==> config.mk <==
export PLATFORM = sky130hd
export DESIGN_NAME = cdf_top
export DESIGN_NICKNAME = d
export VERILOG_FILES = /design/src/logic/cdf_pkg.sv /design/src/logic/cdf_top.sv
export SDC_FILE = /design/constraint.sdc
export NUM_CORES = 1
export LEC_CHECK = 0
export ABC_AREA = 1
export BUFFER_PORTS_ARGS = -buffer_cell sky130_fd_sc_hd__buf_2
export CAP_MARGIN = 20
export CORE_MARGIN = 2
export CORE_UTILIZATION = 40
export CTS_BUF_LIST = sky130_fd_sc_hd__clkbuf_4 sky130_fd_sc_hd__clkbuf_8
export DETAILED_ROUTE_END_ITERATION = 12
export PLACE_DENSITY = 0.75
export REMOVE_ABC_BUFFERS = 1
export SLEW_MARGIN = 10
export SYNTH_ARGS = -nofsm -noshare
export SYNTH_HDL_FRONTEND = slang
export SYNTH_SLANG_ARGS = --single-unit
==> constraint.sdc <==
create_clock -name clk -period 1.6 [get_ports clk]
set_input_delay 0.08 -clock clk [delete_from_list [all_inputs] [get_ports clk]]
set_output_delay 0.08 -clock clk [all_outputs]
set_load 0.05 [all_outputs]
==> src/logic/cdf_pkg.sv <==
// constants for the clock divider and fan-out block
// assumes one system clock; the input clocks arrive as sampled levels
package cdf_pkg;
  // input-source select encoding
  localparam logic SEL_DIFF = 1'b0;
  localparam logic SEL_SINGLE = 1'b1;
  // forced levels for an open differential pair
  localparam logic OPEN_TRUE_LEVEL = 1'b0;
  localparam logic OPEN_COMP_LEVEL = 1'b1;
  // level of every divided output in reset
  localparam logic OUT_RESET = 1'b0;
  // reset value of the input edge detector
  localparam logic SRC_PREV_RESET = 1'b0;
  // fan-out counts per output family
  localparam int HALF_COUNT = 2;
  localparam int QUARTER_COUNT = 6;
  // divider phase, one-hot; CLEARED is the aligned start point
  typedef enum logic [4:0] {
    CDF_CLEARED = 5'h01,
    CDF_PH_HH   = 5'h02,
    CDF_PH_LH   = 5'h04,
    CDF_PH_HL   = 5'h08,
    CDF_PH_LL   = 5'h10
  } cdf_phase_t;
endpackage

==> src/logic/cdf_top.sv <==
// clock divider and fan-out: picks one of two input clocks, divides by two and four
// assumes clk at 200 MHz and input clocks at most half that rate, sampled as levels
// outputs are levels that move on clk rising edges, except that reset low drives them low at once
`timescale 1ns/10ps

// How it works
// select low uses differential pair, high single-ended
// reset low forces all outputs low immediately
// open differential pair reads true low, complement high
// divide by two and four, two plus six outputs
// half and quarter rising edges coincide from start
// reset release restarts both stages from cleared state
module cdf_top (
  // clock and reset
  input wire logic clk,
  input wire logic rst_n,
  // input-source select
  input wire logic src_select,
  // single-ended input clock
  input wire logic single_ended_clock_in,
  // differential input clock and its open-pair detector
  input wire logic diff_clock_in_true,
  input wire logic diff_clock_in_comp,
  input wire logic diff_pair_open,
  // half-rate outputs
  output logic half_rate_out_a,
  output logic half_rate_out_b,
  // quarter-rate outputs
  output logic quarter_rate_out_a,
  output logic quarter_rate_out_b,
  output logic quarter_rate_out_c,
  output logic quarter_rate_out_d,
  output logic quarter_rate_out_e,
  output logic quarter_rate_out_f
);

  // receiver and source select
  logic diff_true_eff;
  logic diff_comp_eff;
  logic diff_level;
  logic src_level;

  // edge detector of the selected clock
  logic src_prev_reg;
  logic src_rise;

  // shared divider phase
  cdf_pkg::cdf_phase_t phase_reg;
  cdf_pkg::cdf_phase_t phase_next;

  // divided clock flip-flops and their next values
  logic half_reg;
  logic quarter_reg;
  logic half_next;
  logic quarter_next;

  // reset-gated fan-out, one bit per pin
  logic [cdf_pkg::HALF_COUNT-1:0] half_fan;
  logic [cdf_pkg::QUARTER_COUNT-1:0] quarter_fan;

  // differential receiver: high only while true stands above complement
  function automatic logic diff_receive(
    input logic true_lvl,
    input logic comp_lvl
  );
    diff_receive = true_lvl & ~comp_lvl;
  endfunction

  // source mux; the select is a plain level, not a clocked choice
  // so a change of select is seen by the edge detector like any input move
  function automatic logic pick_source(
    input logic sel,
    input logic diff_lvl,
    input logic single_lvl
  );
    if (sel == cdf_pkg::SEL_DIFF) begin
      pick_source = diff_lvl;
    end else begin
      pick_source = single_lvl;
    end
  endfunction

  // one step of the shared phase walk, taken on each rise of the selected clock
  function automatic cdf_pkg::cdf_phase_t phase_step(
    input cdf_pkg::cdf_phase_t ph
  );
    case (ph)
      // from the aligned start both stages rise together
      cdf_pkg::CDF_CLEARED: phase_step = cdf_pkg::CDF_PH_HH;
      // half falls, quarter holds
      cdf_pkg::CDF_PH_HH: phase_step = cdf_pkg::CDF_PH_LH;
      // half rises again, quarter falls
      cdf_pkg::CDF_PH_LH: phase_step = cdf_pkg::CDF_PH_HL;
      // both low
      cdf_pkg::CDF_PH_HL: phase_step = cdf_pkg::CDF_PH_LL;
      // both rise together, so alignment holds every quarter period
      cdf_pkg::CDF_PH_LL: phase_step = cdf_pkg::CDF_PH_HH;
      // an illegal code returns to the aligned start instead of locking up
      default: phase_step = cdf_pkg::CDF_CLEARED;
    endcase
  endfunction

  // half-rate level carried by a phase
  // the cleared phase reads low, so nothing moves before the first rise
  function automatic logic half_of(
    input cdf_pkg::cdf_phase_t ph
  );
    case (ph)
      cdf_pkg::CDF_CLEARED: half_of = cdf_pkg::OUT_RESET;
      cdf_pkg::CDF_PH_HH: half_of = 1'b1;
      cdf_pkg::CDF_PH_LH: half_of = 1'b0;
      cdf_pkg::CDF_PH_HL: half_of = 1'b1;
      cdf_pkg::CDF_PH_LL: half_of = 1'b0;
      default: half_of = cdf_pkg::OUT_RESET;
    endcase
  endfunction

  // quarter-rate level carried by a phase
  // high only in the two phases that follow a joint rise
  function automatic logic quarter_of(
    input cdf_pkg::cdf_phase_t ph
  );
    case (ph)
      cdf_pkg::CDF_CLEARED: quarter_of = cdf_pkg::OUT_RESET;
      cdf_pkg::CDF_PH_HH: quarter_of = 1'b1;
      cdf_pkg::CDF_PH_LH: quarter_of = 1'b1;
      cdf_pkg::CDF_PH_HL: quarter_of = 1'b0;
      cdf_pkg::CDF_PH_LL: quarter_of = 1'b0;
      default: quarter_of = cdf_pkg::OUT_RESET;
    endcase
  endfunction

  // reset gate for one pin; used by both families
  // a plain AND keeps the reset path free of any clocked element
  function automatic logic gate_pin(
    input logic level,
    input logic run_n
  );
    gate_pin = level & run_n;
  endfunction

  // an open pair is biased to a fixed state so the receiver never chatters
  assign diff_true_eff = diff_pair_open ? cdf_pkg::OPEN_TRUE_LEVEL : diff_clock_in_true;
  assign diff_comp_eff = diff_pair_open ? cdf_pkg::OPEN_COMP_LEVEL : diff_clock_in_comp;
  // receiver reads high only when true is above complement
  assign diff_level = diff_receive(diff_true_eff, diff_comp_eff);

  // source mux; a switch mid-cycle may add or drop one input edge
  assign src_level = pick_source(src_select, diff_level, single_ended_clock_in);

  // previous level of the selected clock, for rising-edge detection
  // cleared in reset, so a clock already high at release counts as a rise
  always_ff @(posedge clk) begin
    if (!rst_n) begin
      src_prev_reg <= cdf_pkg::SRC_PREV_RESET;
    end else begin
      src_prev_reg <= src_level;
    end
  end

  // a rise needs a low sample then a high one, so each level must last one clk
  assign src_rise = src_level & ~src_prev_reg;

  // one shared phase walk keeps both stages locked; a rise from cleared raises both
  // with no rise the phase simply holds
  always_comb begin
    phase_next = phase_reg;
    if (src_rise) begin
      phase_next = phase_step(phase_reg);
    end
  end

  // output levels decoded from the next phase so they leave flip-flops
  // decoding the next phase saves a cycle of latency against the rise
  always_comb begin
    half_next = half_of(phase_next);
    quarter_next = quarter_of(phase_next);
  end

  // divider phase; reset returns it to the aligned cleared point
  always_ff @(posedge clk) begin
    if (!rst_n) begin
      phase_reg <= cdf_pkg::CDF_CLEARED;
    end else begin
      phase_reg <= phase_next;
    end
  end

  // divided clock flip-flops; both load on the same edge, so they cannot drift
  always_ff @(posedge clk) begin
    if (!rst_n) begin
      half_reg <= cdf_pkg::OUT_RESET;
      quarter_reg <= cdf_pkg::OUT_RESET;
    end else begin
      half_reg <= half_next;
      quarter_reg <= quarter_next;
    end
  end

  // fan-out; reset gates outputs at once since the flops only clear on an edge
  // the gate adds one AND to every pin alike, so it costs no skew between them
  genvar gi;
  generate
    for (gi = 0; gi < cdf_pkg::HALF_COUNT; gi = gi + 1) begin : g_half
      assign half_fan[gi] = gate_pin(half_reg, rst_n);
    end
    for (gi = 0; gi < cdf_pkg::QUARTER_COUNT; gi = gi + 1) begin : g_quarter
      assign quarter_fan[gi] = gate_pin(quarter_reg, rst_n);
    end
  endgenerate

  // half-rate pins
  assign half_rate_out_a = half_fan[0];
  assign half_rate_out_b = half_fan[1];

  // quarter-rate pins
  assign quarter_rate_out_a = quarter_fan[0];
  assign quarter_rate_out_b = quarter_fan[1];
  assign quarter_rate_out_c = quarter_fan[2];
  assign quarter_rate_out_d = quarter_fan[3];
  assign quarter_rate_out_e = quarter_fan[4];
  assign quarter_rate_out_f = quarter_fan[5];

endmodule // cdf_top

==> metrics, run 1 <==
result of the run=completed; clock latency at the later pin of the worst-skew pair=approximately 250 ps; global placement routability congestion=slightly above 0.8; Die Y-Extent=41.0 um; post-synthesis area per instance=6.08 um^2; Rows=13; largest clock skew in the final design=2.70 ps; number of buffers inserted to repair setup after CTS=0; post-synth top area cell=sky130_fd_sc_hd__dfxtp_1; top cells by area, synth=sky130_fd_sc_hd__dfxtp_1 (29%), sky130_fd_sc_hd__nand2_1 (14%), sky130_fd_sc_hd__inv_1 (11%), sky130_fd_sc_hd__nor2_1 (10%), sky130_fd_sc_hd__nand3_1 (9.2%); fraction of the cycle the final worst path needs=around four fifths; Primary FF master, synth=sky130_fd_sc_hd__dfxtp_1; gr ovfl total=0; Yosys warning count=0; unrepaired setup endpoints after global routing=false; number of diodes=0; area of the die=1680 um^2; leading cell types by count after synthesis=sky130_fd_sc_hd__nand2_1 (21), sky130_fd_sc_hd__inv_1 (16), sky130_fd_sc_hd__nor2_1 (15); total area of multi-input combinational cells=282 um^2; DP HPWL=883 um; number of sinks on the clock net=8; max_slew headroom=83.4%; number of pins with negative max-slew slack in the final report=0; Worst Hold Class=in2reg; data required time at the worst endpoint=1790 ps; detailed-router iteration count before antenna repair=4; fraction of final layout cells with drive strength greater than 1=23.8%; iteration-0 DRC count of the detailed router=21; H-tree lvl count=1; Synth Register Bits=8; average vias per placed instance=4.52; final-report hold violation count=0; PortBufs=14; Syn Std Cell Area=547 um^2; category of the critical setup timing path=reg2reg; clock slew at the register clock pins of the worst setup and hold paths=around 60 ps; P_leak=between 0.3 and 0.4 nW; WL met2=491 um; fill cell total of the finished layout=between 100 and 150; effective utilization at floorplan=42.6%; layout net count=110; Max IR drop VDD=460 uV; via count of the first global-routing pass=421; pin count of the biggest net entering global routing=9; global-route wire length before repair=1.68 mm; Max Freq=roughly 790 MHz; power density cells=867 nW/um^2; max-cap check violation count=0; Final setup violation count=0; count of flip-flops with a built-in enable after synthesis=0; vias=about 520; worst-path maximum fanout=3; wire length per cell=roughly 9.4 um; post_cts resized=0; sequential-to-total area share from yosys stat=29.3%; Largest register FFs=5; most frequent cell after synthesis=sky130_fd_sc_hd__nand2_1; proportion of netlist area held by the largest area contributor=29.3%; met3 routed WL=around 35 um; global routing usage summed across all routing layers=15.8%; uppermost metal layer occupied by signal nets=met4; kind of end point of the critical path=flip-flop; signal arrival time at the worst endpoint=about 1500 ps; Fin Hold WS=approximately 40 ps; final total power=0.532 mW; count of different cell masters after synthesis=14; type of origin of the critical path=flip-flop; Met1 Wirelength=545 um; Synth-to-Final Area Change=12.1%; Core Area=~1300 um^2; FF/Latch Area=160 um^2; number of buffers created by CTS=3; worst-margin pin slew=251 ps; CTS tree=done; Max Buffers Root-to-Sink=2; initial antenna violation count=0; post-detailed-route count of antenna-violating nets=0; number of cells produced by synthesis=90; number of primary I/O pins=15; DRC Markers=0; ys async rst share=0%; root cell of the clock tree=sky130_fd_sc_hd__clkbuf_4; Total Wirelength=1.09 mm; Die Width=41.0 um; clock period minus worst slack=1260 ps; # hold bufs at CTS=0; post-route core utilization=about 48%
final timing paths:
| check | start | end | cells past startpoint | slack, ps |
|---|---|---|---|---|
| min reg2reg | phase_reg[1]$_SDFF_PN0_ | phase_reg[1]$_SDFF_PN0_ | 2 | 580 |
| max reg2reg | phase_reg[2]$_SDFF_PN0_ | half_reg$_SDFF_PN0_ | 8 | 340 |
| max | phase_reg[2]$_SDFF_PN0_ | half_reg$_SDFF_PN0_ | 8 | 340 |
| min | rst_n | phase_reg[0]$_SDFF_PN1_ | 2 | 40 |
where the power goes:
part | internal, mW | total, mW | switching [mW]
combinational | 0.0492 | 0.152 | 0.102
sequential | 0.213 | 0.223 | 0.0101
clock | 0.0860 | 0.157 | 0.0714
total | 0.348 | 0.532 | 0.184
critical path: stages (launching register included):
cell	delay, ps
sky130_fd_sc_hd__dfxtp_1	350
sky130_fd_sc_hd__inv_1	80
sky130_fd_sc_hd__nor2_1	90
sky130_fd_sc_hd__nand3_1	110
sky130_fd_sc_hd__nand3_1	120
sky130_fd_sc_hd__nand2_1	90
sky130_fd_sc_hd__nor2_1	120
sky130_fd_sc_hd__nand3_1	100
sky130_fd_sc_hd__a21oi_2	130
placed cells by master (no fill, tap or decap):
cell	synthesis	layout
sky130_fd_sc_hd__clkbuf_4	0	3
sky130_fd_sc_hd__nand2_1	21	21
sky130_fd_sc_hd__nand4_1	1	1
sky130_fd_sc_hd__dfxtp_1	8	8
sky130_fd_sc_hd__nor2_2	1	1
sky130_fd_sc_hd__xnor2_1	1	1
sky130_fd_sc_hd__buf_2	0	14
sky130_fd_sc_hd__a21oi_1	4	4
sky130_fd_sc_hd__a21oi_2	1	1
sky130_fd_sc_hd__nor2_1	15	15
sky130_fd_sc_hd__nand2_2	3	3
sky130_fd_sc_hd__o21ai_1	1	1
sky130_fd_sc_hd__inv_1	16	16
sky130_fd_sc_hd__nand2_4	2	2
sky130_fd_sc_hd__nand3_1	10	10
cell type report:
| class | instances | share of cell area, % |
|---|---|---|
| Sequential cell | 8 | 26.1 |
| Clock buffer | 3 | 3.67 |
| Multi-Input combinational cell | 60 | 45.9 |
| Inverter | 16 | 9.80 |
| Tap cell | 15 | 3.06 |
| Timing Repair Buffer | 14 | 11.4 |
cells by family after synthesis:
logic type             synth area share, %
AND/OR/NAND/NOR                       43.7
buffers and inverters                 19.2
flip-flops                            29.3
AO/OA/AOI/OAI                         6.18
XOR/XNOR                              1.60
metrics by stage:
step | setup slack, ps | std cells | area, um^2 | TNS, ps
final | 341 | 116 | 613 | 0
after global placement | 386 | 113 | 591 | 0
after floorplan | -513 | 84 | 502 | -3080
after CTS | 353 | 116 | 613 | 0
after global routing | 148 | 116 | 613 | 0
after detailed placement | 377 | 113 | 591 | 0
layer usage:
metal | vias up | track usage (%)
li1 | 289 | -
met1 | 223 | 21.7
met2 | 10 | 21.9
met3 | 2 | 4.89
met4 | 0 | 7.50
met5 | - | 0
Note: power is estimated with default switching activity, not from simulation.
==> run 2: changes to the inputs <==
PLACE_DENSITY = 0.77   (was 0.75)
clock period = 1.15 ns   (was 1.6 ns; I/O delays follow)
==> run 2 against run 1 <==
Net effect:
- the flow now finishes with violations (setup timing)
- via count increased by 18%
- hold slack got worse by 12 ps
- register-to-register slack got worse by 430 ps
- clock skew decreased by 1.2 ps
- routed wire length increased by 54%
- highest routed layer unchanged
- critical endpoint unchanged
- sequential share of layout area decreased by 2.8 points
==> metrics, run 2 (same netlist as run 1, synthesis figures left out) <==
result of the run=finished, violations left (was completed); violated checks=setup timing; gr ovfl total=0 (unchanged); area of the die=1680 um^2 (unchanged); pin count of the biggest net entering global routing=9 (unchanged); FF/Latch Area=176 um^2 (was 160 um^2); PortBufs=14 (unchanged); Total Wirelength=1.67 mm (was 1.09 mm); minimum setup slack in the final design=-90.7 ps (was 341 ps); unrepaired setup endpoints after global routing=true (was false); number of primary I/O pins=15 (unchanged); Critical path buffers and inverters=1 (unchanged); fill cell total of the finished layout=112 (was 134); DP HPWL=923 um (was 883 um); post-detailed-route count of antenna-violating nets=0 (unchanged); fraction of the cycle the final worst path needs=108% (was 78.7%); number of cells in the design after placement=116 (was 113); slowest library cell on the worst path=sky130_fd_sc_hd__dfxtp_4 (was sky130_fd_sc_hd__dfxtp_1); Largest register FFs=5 (unchanged); average vias per placed instance=5.17 (was 4.52); Final setup violation count=5 (was 0); number of buffers created by CTS=3 (unchanged); total area of multi-input combinational cells=378 um^2 (was 282 um^2); vias=620 (was 524); H-tree lvl count=1 (unchanged); Die Y-Extent=41.0 um (unchanged); Synth-to-Final Area Change=38.2% (was 12.1%); commonest cells after routing, fill and taps aside=sky130_fd_sc_hd__nand2_1 (15), sky130_fd_sc_hd__buf_2 (14), sky130_fd_sc_hd__inv_1 (12) (was sky130_fd_sc_hd__nand2_1 (21), sky130_fd_sc_hd__inv_1 (16), sky130_fd_sc_hd__nor2_1 (15)); placed standard-cell area=613 um^2 (was 591 um^2); kind of end point of the critical path=flip-flop (unchanged); worst reg-to-reg path cell count=6 (was 8); # hold bufs at CTS=0 (unchanged); P_leak=0.407 nW (was 0.370 nW); DRC Markers=0 (unchanged); detailed-router iteration count before antenna repair=4 (unchanged); post-route core utilization=58.8% (was 47.7%); signal arrival time at the worst endpoint=1390 ps (was 1450 ps); cell-by-cell listing of the critical path=nor2_2 -> nand4_1 -> o21ai_2 -> inv_2 -> nand2_1 -> a21oi_2 (was inv_1 -> nor2_1 -> nand3_1 -> nand3_1 -> nand2_1 -> nor2_1 -> nand3_1 -> a21oi_2); wire length per cell=13.9 um (was 9.37 um); fraction of final layout cells with drive strength greater than 1=56.2% (was 23.8%); via count of the first global-routing pass=517 (was 421); number of pins with negative max-slew slack in the final report=0 (unchanged); Core Area=1280 um^2 (unchanged); Crit path largest cell delay=370 ps (was 350 ps); effective utilization at floorplan=42.6% (unchanged); power density cells=1120 nW/um^2 (was 867 nW/um^2); Worst Hold Class=in2reg (unchanged); clock latency at the later pin of the worst-skew pair=260 ps (was 250 ps); number of gates on the worst path with buffers counted=6 (was 8); layout net count=114 (was 110); final total power=0.848 mW (was 0.532 mW); global-route wire length before repair=2.00 mm (was 1.68 mm); worst-margin pin slew=247 ps (was 251 ps); clock period minus worst slack=1240 ps (was 1260 ps); Rows=13 (unchanged); top cell family by delay on the critical path=simple AND/OR/NAND/NOR gates (unchanged); CTS tree=done (unchanged); Max Freq=806 MHz (was 795 MHz); most common library cell in the layout ignoring fill and taps=sky130_fd_sc_hd__nand2_1 (unchanged); Crit. Startpoint=phase_reg[0]$_SDFF_PN1_ (was phase_reg[2]$_SDFF_PN0_); iteration-0 DRC count of the detailed router=21 (unchanged); post-route cell area=756 um^2 (was 613 um^2); worst min-delay path startpoint=rst_n (unchanged); Fin Hold WS=27.8 ps (was 39.4 ps); type of origin of the critical path=flip-flop (unchanged); clock slew at the register clock pins of the worst setup and hold paths=60 ps (about the same); Die Width=41.0 um (unchanged); Max Buffers Root-to-Sink=2 (unchanged); global routing usage summed across all routing layers=18.2% (was 15.8%); initial antenna violation count=0 (unchanged); final-report hold violation count=0 (unchanged); cell depth of the worst min-delay path=2 (unchanged); root cell of the clock tree=sky130_fd_sc_hd__clkbuf_4 (unchanged); data required time at the worst endpoint=1300 ps (was 1790 ps); max-cap check violation count=0 (unchanged); global placement routability congestion=0.888 (was 0.831); Max IR drop VDD=632 uV (was 460 uV); max_slew headroom=83.5% (was 83.4%); largest clock skew in the final design=1.46 ps (was 2.70 ps); non-filler cells in the finished layout=120 (was 116); number of sinks on the clock net=8 (unchanged); worst-path maximum fanout=5 (was 3); RR Startpoint=phase_reg[0]$_SDFF_PN1_ (was phase_reg[2]$_SDFF_PN0_); number of diodes=0 (unchanged); category of the critical setup timing path=reg2reg (unchanged)
## run 2: path summary, 6_finish.rpt
kind | slack (ps) | to
min | 30 | phase_reg[0]$_SDFF_PN1_
max | -90 | half_reg$_SDFF_PN0_
max reg2reg | -90 | half_reg$_SDFF_PN0_
min reg2reg | 560 | phase_reg[1]$_SDFF_PN0_
## run 2: worst reg2reg max path: stages, from the launching register on
cell	delay, ps
sky130_fd_sc_hd__dfxtp_4	370
sky130_fd_sc_hd__nor2_2	160
sky130_fd_sc_hd__nand4_1	180
sky130_fd_sc_hd__o21ai_2	210
sky130_fd_sc_hd__inv_2	70
sky130_fd_sc_hd__nand2_1	90
sky130_fd_sc_hd__a21oi_2	50
## run 2: routing by layer
layer	wire [um]	track usage (%)
met2	941	30.9
met3	47	3.26
met5	0	0
met4	34	7.50
met1	647	22.4
## run 2: what timing repair did
item	4_1_cts	5_1_grt
gates resized for setup	15	24
setup endpoints to repair	3	4
pin swaps	11	14
buffers inserted	0	1
endpoints found under the hold margin	0	0
## run 2: power breakdown
group / switching [mW] / total, mW / internal, mW
sequential: 0.0234 / 0.317 / 0.294
combinational: 0.192 / 0.301 / 0.110
clock: 0.109 / 0.229 / 0.120
## run 2: area by class of cell
| class | count | area share (%) |
|---|---|---|
| clock buffers | 3 | 2.98 |
| flip-flops and latches | 8 | 23.3 |
| multi-input cells | 60 | 50.0 |
| well taps | 15 | 2.48 |
| repair buffers | 18 | 13.2 |
| inverters | 16 | 7.95 |
## run 2: stage by stage
step | setup TNS [ps] | worst slack (ps)
detailed placement | -105 | -54.0
global placement | -124 | -62.9
finish | -227 | -90.7
CTS | -34.1 | -17.8
global route | -565 | -168
floorplan | -5640 | -941
==> run 3: changes to the inputs <==
PLACE_DENSITY = 0.66   (was 0.77)
==> run 3 against run 2 <==
Net effect:
- the run still ends with setup timing left
- combinational power down 8.3%
- core utilization fell by 1.1 points
- flip-flop and latch count did not move
- fmax increased by 3.2%
- first-iteration DRC count down 29%
- sequential share of layout area rose by 0.096 points
- worst setup slack better by 39 ps
- routed wire length fell by 20%
- critical endpoint unchanged
- largest power group unchanged
==> metrics, run 3 (same netlist as run 1, synthesis figures left out) <==
clock latency at the later pin of the worst-skew pair=250 ps (was 260 ps); number of primary I/O pins=15 (unchanged); Total Wirelength=1.33 mm (was 1.67 mm); type of origin of the critical path=flip-flop (unchanged); pin count of the biggest net entering global routing=9 (unchanged); gr ovfl total=0 (unchanged); worst-margin pin slew=256 ps (was 247 ps); most common library cell in the layout ignoring fill and taps=sky130_fd_sc_hd__nand2_1 (unchanged); Max IR drop VDD=671 uV (was 632 uV); effective utilization at floorplan=42.6% (unchanged); post-detailed-route count of antenna-violating nets=0 (unchanged); initial antenna violation count=0 (unchanged); number of pins with negative max-slew slack in the final report=0 (unchanged); DRC Markers=0 (unchanged); Largest register FFs=5 (unchanged); signal arrival time at the worst endpoint=1390 ps (about the same); placed standard-cell area=613 um^2 (unchanged); global placement routability congestion=0.850 (was 0.888); Final setup violation count=2 (was 5); cell-by-cell listing of the critical path=inv_2 -> nor2_2 -> nand3_2 -> nand3_2 -> nand2_2 -> nor2_2 -> nand3_2 -> a21oi_2 (was nor2_2 -> nand4_1 -> o21ai_2 -> inv_2 -> nand2_1 -> a21oi_2); kind of end point of the critical path=flip-flop (unchanged); wire length per cell=11.2 um (was 13.9 um); violated checks=setup timing (unchanged); Die Width=41.0 um (unchanged); R2R setup slack=-50 ps (was -90 ps); CTS tree=done (unchanged); most heavily used metal layer in global routing=met2 (unchanged); routing usage on met2=26.2% (was 30.9%); Die Y-Extent=41.0 um (unchanged); met1 Track Usage GR=23.9% (was 22.4%); H-tree lvl count=1 (unchanged); Synth-to-Final Area Change=35.7% (was 38.2%); number of diodes=0 (unchanged); category of the critical setup timing path=reg2reg (unchanged); Max Freq=832 MHz (was 806 MHz); Critical path buffers and inverters=1 (unchanged); Max Buffers Root-to-Sink=2 (unchanged); commonest cells after routing, fill and taps aside=sky130_fd_sc_hd__nand2_1 (16), sky130_fd_sc_hd__buf_2 (14), sky130_fd_sc_hd__inv_1 (12) (was sky130_fd_sc_hd__nand2_1 (15), sky130_fd_sc_hd__buf_2 (14), sky130_fd_sc_hd__inv_1 (12)); fraction of the cycle the final worst path needs=105% (was 108%); DP HPWL=881 um (was 923 um); global routing usage summed across all routing layers=17.4% (was 18.2%); average vias per placed instance=4.64 (was 5.17); met3 usage in global routing=1.63% (was 3.26%); Core Area=1280 um^2 (unchanged); PortBufs=14 (unchanged); data required time at the worst endpoint=1340 ps (was 1300 ps); clock period minus worst slack=1200 ps (was 1240 ps); number of buffers inserted to repair setup after CTS=0 (unchanged); final total power=0.815 mW (was 0.848 mW); fraction of final layout cells with drive strength greater than 1=56.7% (was 56.2%); post-route cell area=742 um^2 (was 756 um^2); via count of the first global-routing pass=439 (was 517); Most common cell on crit path=sky130_fd_sc_hd__nand3_2; iteration-0 DRC count of the detailed router=15 (was 21); slowest library cell on the worst path=sky130_fd_sc_hd__dfxtp_4 (unchanged); root cell of the clock tree=sky130_fd_sc_hd__clkbuf_4 (unchanged); Rows=13 (unchanged); largest clock skew in the final design=2.61 ps (was 1.46 ps); Post-Place Setup Slack=-73.5 ps (was -54.0 ps); P_leak=0.398 nW (was 0.407 nW); # hold bufs at CTS=0 (unchanged); Crit path largest cell delay=370 ps (about the same); number of sinks on the clock net=8 (unchanged); top cell family by delay on the critical path=simple AND/OR/NAND/NOR gates (unchanged); max_slew headroom=83.1% (was 83.5%); clock slew at the register clock pins of the worst setup and hold paths=50 ps (was 60 ps); minimum setup slack in the final design=-51.8 ps (was -90.7 ps); detailed-router iteration count before antenna repair=4 (unchanged); result of the run=finished, violations left (unchanged); worst-path maximum fanout=3 (was 5); max-cap check violation count=0 (unchanged); layout net count=113 (was 114); final-report hold violation count=0 (unchanged); unrepaired setup endpoints after global routing=true (unchanged); vias=552 (was 620); number of buffers created by CTS=3 (unchanged); Worst Hold Class=in2reg (unchanged); area of the die=1680 um^2 (unchanged); Fin Hold WS=22.2 ps (was 27.8 ps); global-route wire length before repair=1.91 mm (was 2.00 mm); power density cells=1100 nW/um^2 (was 1120 nW/um^2)
## run 3: changes by cell type in the layout (fill, tap and decap cells not counted), moves of 2 or more
cell	before	now
sky130_fd_sc_hd__nand3_2	5	7
sky130_fd_sc_hd__nor2_1	8	6
sky130_fd_sc_hd__nor2_2	5	7
sky130_fd_sc_hd__nand3_1	5	3
## run 3: where the power goes
group          internal, mW  switching [mW]  total (mW)  leakage (nW)
clock                 0.120          0.0993       0.219        0.0138
sequential            0.296          0.0231       0.319        0.0678
combinational        0.0995           0.177       0.276         0.317
## run 3: layout make-up
type                    instances  area (um^2)
inverters                      16         60.1
multi-input cells              60          374
clock buffers                   3         22.5
flip-flops and latches          8          174
repair buffers                 17         92.6
well taps                      15         18.8
fillers                       119          543
## run 3: repair_timing
item,CTS,global route
pin swaps,7,11
gates resized for setup,13,25
setup endpoints to repair,2,5
## run 3: per-layer routing
metal / routed length [um] / part of all wire (%)
met4: 6 / 0.45
met3: 26 / 2.0
met1: 596 / 45
met5: 0 / 0
met2: 698 / 53
## run 3: path summary, 6_finish.rpt
check,start,to,cells after the start
hold reg to reg,phase_reg[1]$_SDFF_PN0_,phase_reg[1]$_SDFF_PN0_,2
hold / removal,rst_n,phase_reg[0]$_SDFF_PN1_,2
setup reg to reg,phase_reg[2]$_SDFF_PN0_,half_reg$_SDFF_PN0_,8
setup / recovery,phase_reg[2]$_SDFF_PN0_,half_reg$_SDFF_PN0_,8
## run 3: stage by stage
stage                     std cells  util [%]  TNS [ps]
final                           119      57.7     -90.5
after global placement          116      47.7      -171
after floorplan                  84         -     -5640
after detailed placement        116      47.7      -136
after global routing            119      57.7      -307
after CTS                       119      51.8     -9.29
